===== config.mk =====
export PLATFORM = sky130hd
export DESIGN_NAME = tws_core
export DESIGN_NICKNAME = d
export VERILOG_FILES = /design/src/tws_sync.v /design/src/tws_qdiv.v /design/src/tws_core.v
export VERILOG_INCLUDE_DIRS = /design/src
export SDC_FILE = /design/constraint.sdc
export NUM_CORES = 1
export LEC_CHECK = 0
export BUFFER_PORTS_ARGS = -buffer_cell sky130_fd_sc_hd__buf_2
export CORE_MARGIN = 5
export CORE_UTILIZATION = 55
export DETAILED_ROUTE_END_ITERATION = 8
export GPL_TIMING_DRIVEN = 0
export PLACE_DENSITY = 0.73
export SLEW_MARGIN = 20
export SYNTH_ARGS = -nofsm -noshare
export SYNTH_HDL_FRONTEND = slang
export SYNTH_SLANG_ARGS = --single-unit

===== constraint.sdc =====
create_clock -name core_clk -period 2.3 [get_ports core_clk]
set_input_delay 0.23 -clock core_clk [delete_from_list [all_inputs] [get_ports core_clk]]
set_output_delay 0.23 -clock core_clk [all_outputs]
set_load 0.05 [all_outputs]

===== src/tws_defines.vh =====
// Register offsets, field positions, reset values and timing counts for the two-wire serial block.
// Assumes inclusion by bare name from the design files.
`ifndef TWS_DEFINES_VH
`define TWS_DEFINES_VH

// ************************************************************
// Register offsets (byte index on the plain register port)
// ************************************************************
`define TWS_OFS_CTRL1   4'h0
`define TWS_OFS_CTRL2   4'h1
`define TWS_OFS_MODE    4'h2
`define TWS_OFS_IRQEN   4'h3
`define TWS_OFS_STATUS  4'h4
`define TWS_OFS_OWNADR  4'h5
`define TWS_OFS_TXHOLD  4'h6
`define TWS_OFS_RXHOLD  4'h7

// ************************************************************
// Field positions
// ************************************************************
`define TWS_C1_ENABLE   7
`define TWS_C1_MASTER   5
`define TWS_C1_TRANSMIT 4
`define TWS_C2_BUSY     7
`define TWS_C2_SSCTRL   6
`define TWS_MODE_ORDER  7
`define TWS_IE_ACKCHK   0
`define TWS_IE_RX_ACK_BIT    1
`define TWS_ST_TXE      7
`define TWS_ST_TX_END_FLAG     6
`define TWS_ST_RXF      5
`define TWS_ST_NACK     4
`define TWS_ST_STOP     3
`define TWS_ST_AAS      1
`define TWS_ST_GC       0

// ************************************************************
// Reset values and timing
// ************************************************************
`define TWS_DATA_RESET  8'hff
`define TWS_GCALL_ADDR  7'h00
`define TWS_CLK_HZ      20000000
`define TWS_SCL_HZ      100000
// Quarter bit in core cycles: core clock over four times bus clock, sized for the 8-bit divider
`define TWS_QTR_CYCLES  8'd50

`endif


===== src/tws_sync.v =====
// Two-flop synchroniser for the open-drain bus inputs.
// Assumes the input is asynchronous to core_clk.
`timescale 1ns/1ps
module tws_sync
(
  input wire core_clk,
  input wire srst,
  input wire din,
  output reg dout
);
  reg meta_q;

  // Bus idles high, so reset to one
  always @(posedge core_clk)
  begin
    if (srst)
    begin
      meta_q <= 1'b1;
      dout <= 1'b1;
    end
    else
    begin
      meta_q <= din;
      dout <= meta_q;
    end
  end
endmodule // tws_sync


===== src/tws_qdiv.v =====
// Quarter-bit enable divider for the master clock generator.
// Assumes a single core_clk domain; tick is a one-cycle pulse.
`timescale 1ns/1ps
module tws_qdiv
#(
  parameter CNT_W = 8,
  parameter [CNT_W-1:0] DIV = 8'd50
)
(
  input wire core_clk,
  input wire srst,
  input wire run,
  output reg tick
);
  reg [CNT_W-1:0] cnt_q;

  // Count holds at zero while idle so each phase starts fresh
  always @(posedge core_clk)
  begin
    if (srst || !run)
    begin
      cnt_q <= {CNT_W{1'b0}};
      tick <= 1'b0;
    end
    else if (cnt_q == DIV - 1'b1)
    begin
      cnt_q <= {CNT_W{1'b0}};
      tick <= 1'b1;
    end
    else
    begin
      cnt_q <= cnt_q + 1'b1;
      tick <= 1'b0;
    end
  end
endmodule // tws_qdiv


===== src/tws_core.v =====
// Two-wire serial block: register port, master transmit engine, slave address recognition.
// Assumes open-drain pins resolved outside; strobes are one cycle, read data the cycle after.
// Functional notes
// - Slave receive: first frame matching own address sets address-match flag
// - General call address sets general-call and address-match flags together
// - Those flags clear only by writing 0 after reading them as 1
// - Slave when upper seven address bits equal first frame upper seven bits
// - Own-address bit 0 selects format: 0 two-wire, 1 synchronous; resets 0
// - Transmit holding moves to shifter once free; writes during shift chain
// - Bit-order select 1 reads transmit holding with bit order reversed
// - Transmit and receive holding registers reset to all ones
// - First byte after each start copies shifter to receive holding; CPU writes ignored
// - Shifter drives and collects data bits, never readable by CPU
// - First frame after start is eight bits: address plus direction
// - Start: data falls while clock high
// - Stop: data rises while clock high
// - Direction bit 1 slave-to-master, 0 master-to-slave
// - Receiver acknowledges by holding data low in acknowledge clock
// - Bus free, master transmit, write busy=1 ssctrl=0 issues start
// - Writing transmit holding clears empty, moves byte, then sets empty
// - Byte done with empty set raises transmit-end at ninth clock rise
// - Master transmit holds clock low until new data or stop request
// - Stop detected after master transmit returns to slave receive
// - Stop in master transmit, or before a slave frame completes, sets the stop-detected flag
// - Missing acknowledge with checking enabled sets no-ack flag
`timescale 1ns/1ps
`include "tws_defines.vh"
module tws_core
#(
  parameter [7:0] QTR = `TWS_QTR_CYCLES
)
(
  input wire core_clk,
  input wire srst,
  input wire [3:0] reg_addr,
  input wire [7:0] reg_wdata,
  input wire reg_wr,
  input wire reg_rd,
  output reg [7:0] reg_rdata,
  input wire scl_in,
  output reg scl_out,
  output reg scl_oe,
  input wire sda_in,
  output reg sda_out,
  output reg sda_oe
);
  // ************************************************************
  // States (one-hot)
  // ************************************************************
  localparam [6:0] S_IDLE = 7'h01;
  localparam [6:0] S_START = 7'h02;
  localparam [6:0] S_WAIT = 7'h04;
  localparam [6:0] S_BIT = 7'h08;
  localparam [6:0] S_ACK = 7'h10;
  localparam [6:0] S_STOP = 7'h20;
  localparam [6:0] S_HOLD = 7'h40;

  // Bit-order reversal, used for readback and shifting
  function [7:0] rev8;
    input [7:0] v;
    integer i;
    begin
      for (i = 0; i < 8; i = i + 1)
        rev8[i] = v[7-i];
    end
  endfunction

  reg [7:0] ctrl1_q;
  reg order_q;
  reg ackchk_q;
  reg rx_ack_bit_q;
  reg [7:0] ownadr_q;
  reg [7:0] txhold_q;
  reg [7:0] rxhold_q;
  reg [7:0] shift_q;
  reg txe_q, tx_end_flag_q, rxf_q, nack_q, stop_q, aas_q, gc_q;
  reg [7:0] seen_q;
  reg [6:0] st_q;
  reg [1:0] ph_q;
  reg [3:0] bit_q;
  reg busy_q;
  reg scl_s_q, sda_s_q;
  reg sl_act_q;
  reg sl_ack_q;
  reg [3:0] sl_cnt_q;
  reg [7:0] sl_sh_q;
  reg mst_tx_q;
  wire scl_s, sda_s, qtick;
  wire master = ctrl1_q[`TWS_C1_MASTER];
  wire trans = ctrl1_q[`TWS_C1_TRANSMIT];
  wire fmt_sync = ownadr_q[0];
  wire [7:0] st_word = {txe_q, tx_end_flag_q, rxf_q, nack_q, stop_q, 1'b0, aas_q, gc_q};
  wire wr_tx = reg_wr && reg_addr == `TWS_OFS_TXHOLD;
  wire wr_st = reg_wr && reg_addr == `TWS_OFS_STATUS;
  wire wr_c2 = reg_wr && reg_addr == `TWS_OFS_CTRL2;
  wire start_req = wr_c2 && reg_wdata[`TWS_C2_BUSY] && !reg_wdata[`TWS_C2_SSCTRL];
  wire stop_req = wr_c2 && !reg_wdata[`TWS_C2_BUSY] && !reg_wdata[`TWS_C2_SSCTRL];
  wire scl_rise = scl_s && !scl_s_q;
  wire scl_fall = !scl_s && scl_s_q;
  wire bus_start = scl_s && scl_s_q && sda_s_q && !sda_s;
  wire bus_stop = scl_s && scl_s_q && !sda_s_q && sda_s;
  wire [7:0] tx_bits = order_q ? rev8(shift_q) : shift_q;

  // ************************************************************
  // Input synchronisers and quarter-bit divider
  // ************************************************************
  tws_sync u_scl_sync
  (
    .core_clk(core_clk),
    .srst(srst),
    .din(scl_in),
    .dout(scl_s)
  );
  tws_sync u_sda_sync
  (
    .core_clk(core_clk),
    .srst(srst),
    .din(sda_in),
    .dout(sda_s)
  );
  tws_qdiv #(.CNT_W(8), .DIV(QTR)) u_qdiv
  (
    .core_clk(core_clk),
    .srst(srst),
    .run(st_q != S_IDLE && st_q != S_WAIT && st_q != S_HOLD),
    .tick(qtick)
  );

  // ************************************************************
  // Register read port
  // ************************************************************
  // Shifter has no read address; it stays internal
  always @(posedge core_clk)
  begin
    if (srst)
      reg_rdata <= 8'h00;
    else if (reg_rd)
    begin
      case (reg_addr)
        `TWS_OFS_CTRL1: reg_rdata <= ctrl1_q;
        `TWS_OFS_CTRL2: reg_rdata <= {busy_q, 7'h00};
        `TWS_OFS_MODE: reg_rdata <= {order_q, 7'h00};
        `TWS_OFS_IRQEN: reg_rdata <= {6'h00, rx_ack_bit_q, ackchk_q};
        `TWS_OFS_STATUS: reg_rdata <= st_word;
        `TWS_OFS_OWNADR: reg_rdata <= ownadr_q;
        `TWS_OFS_TXHOLD: reg_rdata <= order_q ? rev8(txhold_q) : txhold_q;
        `TWS_OFS_RXHOLD: reg_rdata <= rxhold_q;
        default: reg_rdata <= 8'h00;
      endcase
    end
    else
      reg_rdata <= 8'h00;
  end

  // Remember which status bits software has seen set
  always @(posedge core_clk)
  begin
    if (srst)
      seen_q <= 8'h00;
    else if (reg_rd && reg_addr == `TWS_OFS_STATUS)
      seen_q <= st_word;
    else if (wr_st)
      seen_q <= 8'h00;
  end

  // ************************************************************
  // Configuration registers
  // ************************************************************
  always @(posedge core_clk)
  begin
    if (srst)
    begin
      ctrl1_q <= 8'h00;
      order_q <= 1'b0;
      ackchk_q <= 1'b0;
      ownadr_q <= 8'h00;
    end
    else
    begin
      if (reg_wr && reg_addr == `TWS_OFS_CTRL1)
        ctrl1_q <= reg_wdata;
      if (reg_wr && reg_addr == `TWS_OFS_MODE)
        order_q <= reg_wdata[`TWS_MODE_ORDER];
      if (reg_wr && reg_addr == `TWS_OFS_IRQEN)
        ackchk_q <= reg_wdata[`TWS_IE_ACKCHK];
      if (reg_wr && reg_addr == `TWS_OFS_OWNADR)
        ownadr_q <= reg_wdata;
      // Back to slave receive once stop seen after master transmit
      if (mst_tx_q && bus_stop)
        ctrl1_q[`TWS_C1_MASTER] <= 1'b0;
      if (mst_tx_q && bus_stop)
        ctrl1_q[`TWS_C1_TRANSMIT] <= 1'b0;
    end
  end

  // Bus busy follows start and stop seen on the wire
  always @(posedge core_clk)
  begin
    if (srst)
      busy_q <= 1'b0;
    else if (bus_start)
      busy_q <= 1'b1;
    else if (bus_stop)
      busy_q <= 1'b0;
  end

  // ************************************************************
  // Master transmit engine
  // ************************************************************
  // Phases: 0 scl low set data, 1 scl rise, 2 scl high sample, 3 scl fall
  always @(posedge core_clk)
  begin
    if (srst)
    begin
      st_q <= S_IDLE;
      ph_q <= 2'd0;
      bit_q <= 4'd0;
      scl_out <= 1'b0;
      scl_oe <= 1'b0;
      sda_out <= 1'b0;
      sda_oe <= 1'b0;
      shift_q <= `TWS_DATA_RESET;
      txhold_q <= `TWS_DATA_RESET;
      txe_q <= 1'b0;
      tx_end_flag_q <= 1'b0;
      nack_q <= 1'b0;
      rx_ack_bit_q <= 1'b0;
      mst_tx_q <= 1'b0;
    end
    else
    begin
      if (wr_tx)
      begin
        txhold_q <= reg_wdata;
        txe_q <= 1'b0;
      end
      // Set wins over software clear for each flag
      if (wr_st && seen_q[`TWS_ST_TX_END_FLAG] && !reg_wdata[`TWS_ST_TX_END_FLAG])
        tx_end_flag_q <= 1'b0;
      if (wr_st && seen_q[`TWS_ST_NACK] && !reg_wdata[`TWS_ST_NACK])
        nack_q <= 1'b0;
      case (st_q)
        S_IDLE:
        begin
          // Slave acknowledge: data held low from the eighth clock fall to the ninth
          if (scl_fall)
            sda_oe <= sl_ack_q && !sda_oe;
          if (start_req && !busy_q && master && trans && !fmt_sync)
          begin
            st_q <= S_START;
            ph_q <= 2'd0;
            sda_out <= 1'b0;
            sda_oe <= 1'b0;
            scl_oe <= 1'b0;
            mst_tx_q <= 1'b1;
            txe_q <= 1'b1;
          end
        end
        S_START:
        begin
          if (qtick)
          begin
            // Pull data low with clock released high, then clock low
            if (ph_q == 2'd1)
              sda_oe <= 1'b1;
            if (ph_q == 2'd3)
            begin
              scl_oe <= 1'b1;
              st_q <= S_WAIT;
            end
            ph_q <= ph_q + 2'd1;
          end
        end
        S_WAIT:
        begin
          // Clock held low until data arrives or stop requested
          scl_oe <= 1'b1;
          if (stop_req)
          begin
            st_q <= S_STOP;
            ph_q <= 2'd0;
            sda_oe <= 1'b1;
          end
          else if (!txe_q && !wr_tx)
          begin
            shift_q <= txhold_q;
            txe_q <= 1'b1;
            bit_q <= 4'd0;
            ph_q <= 2'd0;
            st_q <= S_BIT;
          end
        end
        S_BIT:
        begin
          if (qtick)
          begin
            if (ph_q == 2'd0)
              sda_oe <= !tx_bits[7 - bit_q[2:0]];
            if (ph_q == 2'd1)
              scl_oe <= 1'b0;
            if (ph_q == 2'd3)
            begin
              scl_oe <= 1'b1;
              if (bit_q == 4'd7)
                st_q <= S_ACK;
              bit_q <= bit_q + 4'd1;
            end
            ph_q <= ph_q + 2'd1;
          end
        end
        S_ACK:
        begin
          if (qtick)
          begin
            if (ph_q == 2'd0)
              sda_oe <= 1'b0;
            if (ph_q == 2'd1)
            begin
              scl_oe <= 1'b0;
              if (txe_q)
                tx_end_flag_q <= 1'b1;
            end
            if (ph_q == 2'd2)
            begin
              rx_ack_bit_q <= sda_s;
              if (sda_s && ackchk_q)
                nack_q <= 1'b1;
            end
            if (ph_q == 2'd3)
            begin
              scl_oe <= 1'b1;
              st_q <= S_WAIT;
            end
            ph_q <= ph_q + 2'd1;
          end
        end
        S_STOP:
        begin
          if (qtick)
          begin
            if (ph_q == 2'd1)
              scl_oe <= 1'b0;
            if (ph_q == 2'd3)
            begin
              sda_oe <= 1'b0;
              st_q <= S_HOLD;
            end
            ph_q <= ph_q + 2'd1;
          end
        end
        S_HOLD:
        begin
          if (bus_stop || !busy_q)
          begin
            st_q <= S_IDLE;
            mst_tx_q <= 1'b0;
          end
        end
        default:
          st_q <= S_IDLE;
      endcase
    end
  end

  // ************************************************************
  // Slave address recognition and receive capture
  // ************************************************************
  always @(posedge core_clk)
  begin
    if (srst)
    begin
      scl_s_q <= 1'b1;
      sda_s_q <= 1'b1;
      sl_act_q <= 1'b0;
      sl_ack_q <= 1'b0;
      sl_cnt_q <= 4'd0;
      sl_sh_q <= 8'h00;
      rxhold_q <= `TWS_DATA_RESET;
      aas_q <= 1'b0;
      gc_q <= 1'b0;
      rxf_q <= 1'b0;
      stop_q <= 1'b0;
    end
    else
    begin
      scl_s_q <= scl_s;
      sda_s_q <= sda_s;
      if (wr_st && seen_q[`TWS_ST_AAS] && !reg_wdata[`TWS_ST_AAS])
        aas_q <= 1'b0;
      if (wr_st && seen_q[`TWS_ST_GC] && !reg_wdata[`TWS_ST_GC])
        gc_q <= 1'b0;
      if (wr_st && seen_q[`TWS_ST_STOP] && !reg_wdata[`TWS_ST_STOP])
        stop_q <= 1'b0;
      if (wr_st && seen_q[`TWS_ST_RXF] && !reg_wdata[`TWS_ST_RXF])
        rxf_q <= 1'b0;
      if (reg_rd && reg_addr == `TWS_OFS_RXHOLD)
        rxf_q <= 1'b0;
      // Acknowledge ends at the ninth clock fall
      if (scl_fall && sda_oe)
        sl_ack_q <= 1'b0;
      if (bus_start)
      begin
        sl_act_q <= 1'b1;
        sl_ack_q <= 1'b0;
        sl_cnt_q <= 4'd0;
      end
      else if (bus_stop)
      begin
        if (sl_act_q || mst_tx_q)
          stop_q <= 1'b1;
        sl_act_q <= 1'b0;
      end
      else if (sl_act_q && scl_rise && sl_cnt_q < 4'd8)
      begin
        sl_sh_q <= {sl_sh_q[6:0], sda_s};
        sl_cnt_q <= sl_cnt_q + 4'd1;
        if (sl_cnt_q == 4'd7)
        begin
          rxhold_q <= {sl_sh_q[6:0], sda_s};
          rxf_q <= 1'b1;
          sl_act_q <= 1'b0;
          if (!master && !trans && !fmt_sync)
          begin
            sl_ack_q <= sl_sh_q[6:0] == ownadr_q[7:1] || sl_sh_q[6:0] == `TWS_GCALL_ADDR;
            // Upper seven bits are address; bit 0 is direction
            if (sl_sh_q[6:0] == ownadr_q[7:1])
              aas_q <= 1'b1;
            if (sl_sh_q[6:0] == `TWS_GCALL_ADDR)
            begin
              aas_q <= 1'b1;
              gc_q <= 1'b1;
            end
          end
        end
      end
    end
  end
endmodule // tws_core


* Word level (Yosys, flattened, before mapping)
Index checks and enable logic that the tools add are counted.
** Cells by class
- Reductions and logical operators :: 102
- Magnitude comparators :: 2
- Add/subtract/negate cells :: 5
- Multiplexer cells :: 104
- Equality and inequality tests :: 46
- Bitwise logic cells :: 4
** Operators by type and width (count)
- 7-bit 2-to-1 mux :: 13
- 1-bit 2-to-1 mux :: 72
- 8-bit case mux with 8 select lines :: 1
- 1-bit logical AND :: 47
- 7-bit case mux with 6 select lines :: 1
- 32-bit by 4-bit less-than comparator with 1-bit output, second input constant :: 1
- 4-bit by 3-bit equality test with 1-bit output, second input constant :: 6
- 2-bit != test, second input constant :: 12
- 1-bit logical NOT :: 20
- 4-bit 2-to-1 mux :: 4
- 8-bit 2-to-1 mux :: 2
- 2-bit by 1-bit != test with 1-bit output, second input constant :: 8
- 3-bit AND reduction :: 4
- 2-bit OR reduction :: 6
- 11-bit AND reduction :: 1
- 10-bit AND reduction :: 1
- 3-bit nonzero test :: 3
- 4-bit by 1-bit adder with 4-bit output, second input constant :: 2
- 8-bit by 1-bit adder with 8-bit output, second input constant :: 1
- 4-bit by 2-bit equality test with 1-bit output, second input constant :: 2
- 8-bit by 6-bit equality test with 1-bit output, second input constant :: 1
- 2-bit 2-to-1 mux :: 4
- 4-bit case mux with 2 select lines :: 1
- 4-bit AND reduction :: 2
- other kinds (35) :: 48
** Word-level totals
- Flip-flop bits (word level) :: 109
- Logic and storage cells :: 300

* Logic depth before layout (Yosys ltp)
- Depth in word-level cells :: 12
- Depth in mapped cells :: 9

* Cells and area by module
A second synthesis with hierarchy kept.
** Unflattened totals
- Cell total of the unflattened synthesis :: 600
- Area, all modules :: 5180.0 sq um
** By module, submodules not included
- tws_core :: area each 4693.3 sq um, sequential area each 1921.8 sq um, cells an instance 551, instances 1
- tws_qdiv :: area each 381.6 sq um, sequential area each 180.2 sq um, cells an instance 41, instances 1
- tws_sync :: area each 52.6 sq um, sequential area each 40.0 sq um, cells an instance 4, instances 2

* Worst setup path after synthesis
No wires, ideal clock.
- Path type :: register to register
- Start point :: register st_q[1]
- End point :: register st_q[4]
- Path slack :: 0.139 ns
- Stages on the path, launching flop included :: 9
- Data arrival time :: 2.033 ns
- Clock period less this slack :: 2.161 ns
- Data required time :: 2.171 ns
- Path buffers :: 2
- Library setup time :: 0.129 ns
- Cells stage by stage :: dfxtp_1 buf_6 or4_4 or3_4 a32oi_1 nand4bb_1 buf_4 mux2i_1 nor2_1
** Between the ends
- Cells in the longest elaborated chain, start to end :: 4
** RTL lines
- start, declared :: RTL line tws_core.v:78 : reg [6:0] st_q;
- start signal, assigned :: RTL line tws_core.v:215 : st_q <= S_IDLE;
- start signal, assigned :: RTL line tws_core.v:250 : st_q <= S_START;
- start signal, assigned :: RTL line tws_core.v:269 : st_q <= S_WAIT;
- 7-bit by 5-bit equality test with 1-bit output or 7-bit by 2-bit equality test with 1-bit output (tied branches) :: RTL line tws_core.v:242 : case (st_q)
- 2-bit OR reduction (no line)
- 2-bit by 1-bit != test with 1-bit output (no line)
- 10-bit AND reduction (no line)
Several ways; a longest one is shown, not always the timed one.
A chain may end at the register's enable or synchronous reset.

* Final worst setup path
- Start point :: register st_q[3]
- End point :: register st_q[4]
The elaborated chain is that of the path after synthesis.

==> key figures <==
Synthesis
  – Yosys cell types: 68
  – Adder-cell area share of the yosys netlist: under 10%
  – Mapped cell area: around 0.0052 mm²
  – Post-synth EDFFs: 0
  – Fraction of registers with async set/reset: 0%
  – Synth Area in XOR/XNOR: between 3 and 4%
  – Simple-gate share of the synthesized area: ~28%
  – Post-synthesis mux area share: 8.65%
  – Sequential area share after synthesis: 42.2%
  – Compound-gate portion of the synthesized area: 11.4%
  – Total number of yosys warnings: 0
  – Syn_area_per_cell: 8.71 µm²
  – Top_reg_cell synth: dfxtp_1
  – Most area-hungry cell type in the Yosys netlist: dfxtp_1
  – Flops & latches, synth: roughly 110
  – Top cell type's share of synthesized area: 42.2%
  – Top area cells in the synthesized netlist: dfxtp_1, mux2i_1, nand2_1, nor2_1, nand3b_1
  – Largest family of logic cells by synthesized area: simple AND/OR/NAND/NOR gates
  – Mapped Cells: 593

Placed design
  – Placed cell areas: 0.00543 mm²
  – HPWL after DPL: 10100 µm
  – # port buffers: 24
  – Worst slack, placed: -0.256 ns
  – Placer congestion estimate: 0.969
  – Placed cells: between 700 and 800

Clocking
  – CTS H-Tree Depth: 3
  – Clock transition at path regs: 0.11 ns
  – Hold_buf cts: 0
  – CTS Sinks: 109
  – TritonCTS buffer count: 9
  – Max clock buf depth: 2
  – Root buffer cell: clkbuf_8
  – Clk_lat worst skew: 0.38 ns
  – CTS tree: done

Floorplan
  – Row Count: 35
  – Die height: 107 µm
  – Die X: 107 µm
  – Initial Utilization: between 50 and 60%
  – Core ar.: 0.00920 mm²
  – DIE AREA: 0.0114 mm²
  – I/O Pins: 30

STA
  – Worst Tran Pin Value: 0.992 ns
  – RSZ-0062 raised after global routing: true
  – Final Max Slew Viols: 0
  – Final critical-path required period: 2.33 ns
  – Slack of the critical path: -0.0320 ns
  – Fin crit share: 101%
  – Final setup viols: 4
  – Hold Fails Final Rpt: 0
  – Max-slew headroom: 33.3%
  – Peak Freq: 429 MHz
  – Skew final: roughly 0.011 ns

Finish
  – Final non-filler cell total: 748
  – Final core utilization: 62.3%
  – Layout cell share with drive strength beyond 1: 14.4%
  – Syn-to-layout area delta: 10.9%
  – Diodes inserted: 0
  – Final net count: 658
  – Final Instance Area: about 0.0057 mm²
  – Most frequent cells in the layout: dfxtp_1, nand2_1, nor2_1, mux2i_1, a21oi_1
  – Commonest non-fill, non-tap cell in the layout: dfxtp_1

Global routing
  – First-pass GRT wire length: 22200 µm
  – Initial antenna violation count: 0
  – Gr usage total: 24.7%
  – Vias in the first global route: 4301
  – Total grt overflow: 0
  – Largest net degree at the start of global routing: 21

Pwr
  – Net Sw Power: approximately 0.0012 W
  – Internal power: 0.00277 W
  – Pleak: 2.19 nW
  – Clk pwr share: a little under a third
  – Total power: 0.00397 W
  – Sequential Power Share: 50.2%
  – Gate power share: 18.0%
  – Switching share of total power: 30.1%
  – Power Density: 693 mW/mm²
  – Peak supply drop: ~0.46 mV

Worst setup path
  – Critical path data required time: 2.55 ns
  – Critical path arrival: 2.58 ns
  – R2r setup slk: -0.03 ns
  – Slowest CP cell: or4_4
  – Crit path cell chain: or4_4 -> or3_4 -> a32oi_2 -> nand4bb_1 -> buf_6 -> mux2i_1 -> nor2_1
  – Critical Path End Type: flop
  – Critical path type: reg2reg
  – Max incr delay on CP: 0.56 ns
  – Critical Path Source Type: flop
  – Max FO, Critical Path: 9

Route
  – Post-route ant nets: 0
  – Wirelength per Cell: roughly 19 µm
  – Via density: ~6
  – DR pass1 iterations: 5
  – Detailed-route via count: 4573
  – Final wirelength: 14000 µm
  – Initial DRC count: 396
  – # DRC: 0

Status
  – Violated checks: negative setup slack
  – Status: complete, but fails checks

Run
  – Number of max-cap violations: 0

Hold path
  – Hold Path Class: in2reg
## through the flow
stage	TNS [ns]	hold WS [ns]
6_report	-0.0788	0.0241
3_5_place_dp	-3.02	0.403
4_1_cts	-0.00104	0.00600
3_3_place_gp	-2.12	0.393
5_1_grt	-0.622	0.0135
2_1_floorplan	0	0.334
## state kept, by name (all words and copies together), names as in the netlist, 2 cells and up
register / cells
sl_sh_q: 7
seen_q: 6
sl_cnt_q: 4
ctrl1_q: 8
rxhold_q: 8
u_qdiv.cnt_q: 8
bit_q: 4
reg_rdata: 8
shift_q: 8
txhold_q: 8
ph_q: 2
ownadr_q: 8
st_q: 7
## synth_stat cells, types with 3 or more instances
library cell,number
clkbuf_1,22
nand2b_1,10
nor3_1,16
xor2_1,11
nand4_1,5
a22o_1,5
nand2_1,88
nand4b_1,4
nor2b_1,7
inv_1,11
mux4_2,4
a21oi_1,32
xnor2_1,9
nand3b_1,27
or2_2,8
a32oi_1,3
a21o_1,3
nor4_1,7
dfxtp_1,109
buf_1,3
a222oi_1,4
a22oi_1,7
buf_2,6
o21ai_0,12
nand3_1,25
and3_1,5
mux2i_1,33
nor2_1,61
nor3b_1,3
buf_4,3
ha_1,8
## worst paths after layout
kind | to | cells after the start | startpoint
worst min-delay path | u_scl_sync.meta_q | 2 | scl_in
worst max register to register | st_q[4] | 7 | st_q[3]
worst min register to register | u_scl_sync.dout | 1 | u_scl_sync.meta_q
worst max-delay path | st_q[4] | 7 | st_q[3]
## final cells by class
cell class | instances | area [µm²]
plain buffers | 33 | 153
clock buffers | 9 | 124
repair buffers | 29 | 158
multi-input cells | 439 | 2840
well taps | 111 | 139
flip-flops and latches | 109 | 2190
inverters | 11 | 41.3
clock inverters | 7 | 92.6
fillers | 813 | 3470
## power by group through the flow
stage / Combinational, W / Sequential (W) / Clock, W
final: 0.000714 / 0.00199 / 0.00126
after global routing: 0.000764 / 0.00200 / 0.00137
after CTS: 0.000653 / 0.00199 / 0.00128
after detailed placement: 0.000611 / 0.00203 / 0
after global placement: 0.000605 / 0.00203 / 0
after floorplan: 0.000426 / 0.00205 / 0
## metal layers
| layer | routed length (µm) | global-route usage, % |
|---|---|---|
| met1 | 6250 | 34.2 |
| met2 | 6590 | 39.5 |
| met5 | 0 | 0 |
| met3 | 893 | 4.09 |
| met4 | 251 | 7.85 |
## what timing repair did
item,in CTS,in global routing
gates resized for setup,5,9
buffers inserted,3,2
pin swaps,4,5
endpoints found under the setup margin,20,17
## kinds of logic (layout without fill, tap and decap cells)
logic type / count (synthesis) / in the layout
AO/OA/AOI/OAI: 86 / 86
XOR/XNOR: 20 / 20
adder cells (fa/ha/maj): 8 / 8
buffers and inverters: 46 / 89
flip-flops: 109 / 109
multiplexers: 39 / 39
other: 1 / 2
AND/OR/NAND/NOR: 284 / 284
## worst max-delay path: cells and delay by family (launching register included)
kind / cells / cell delay (ns)
AND/OR/NAND/NOR: 4 / 1.23
AO/OA/AOI/OAI: 1 / 0.26
buffers and inverters: 1 / 0.14
flip-flops: 1 / 0.40
multiplexers: 1 / 0.18
Power figures use the tool's default switching activity.
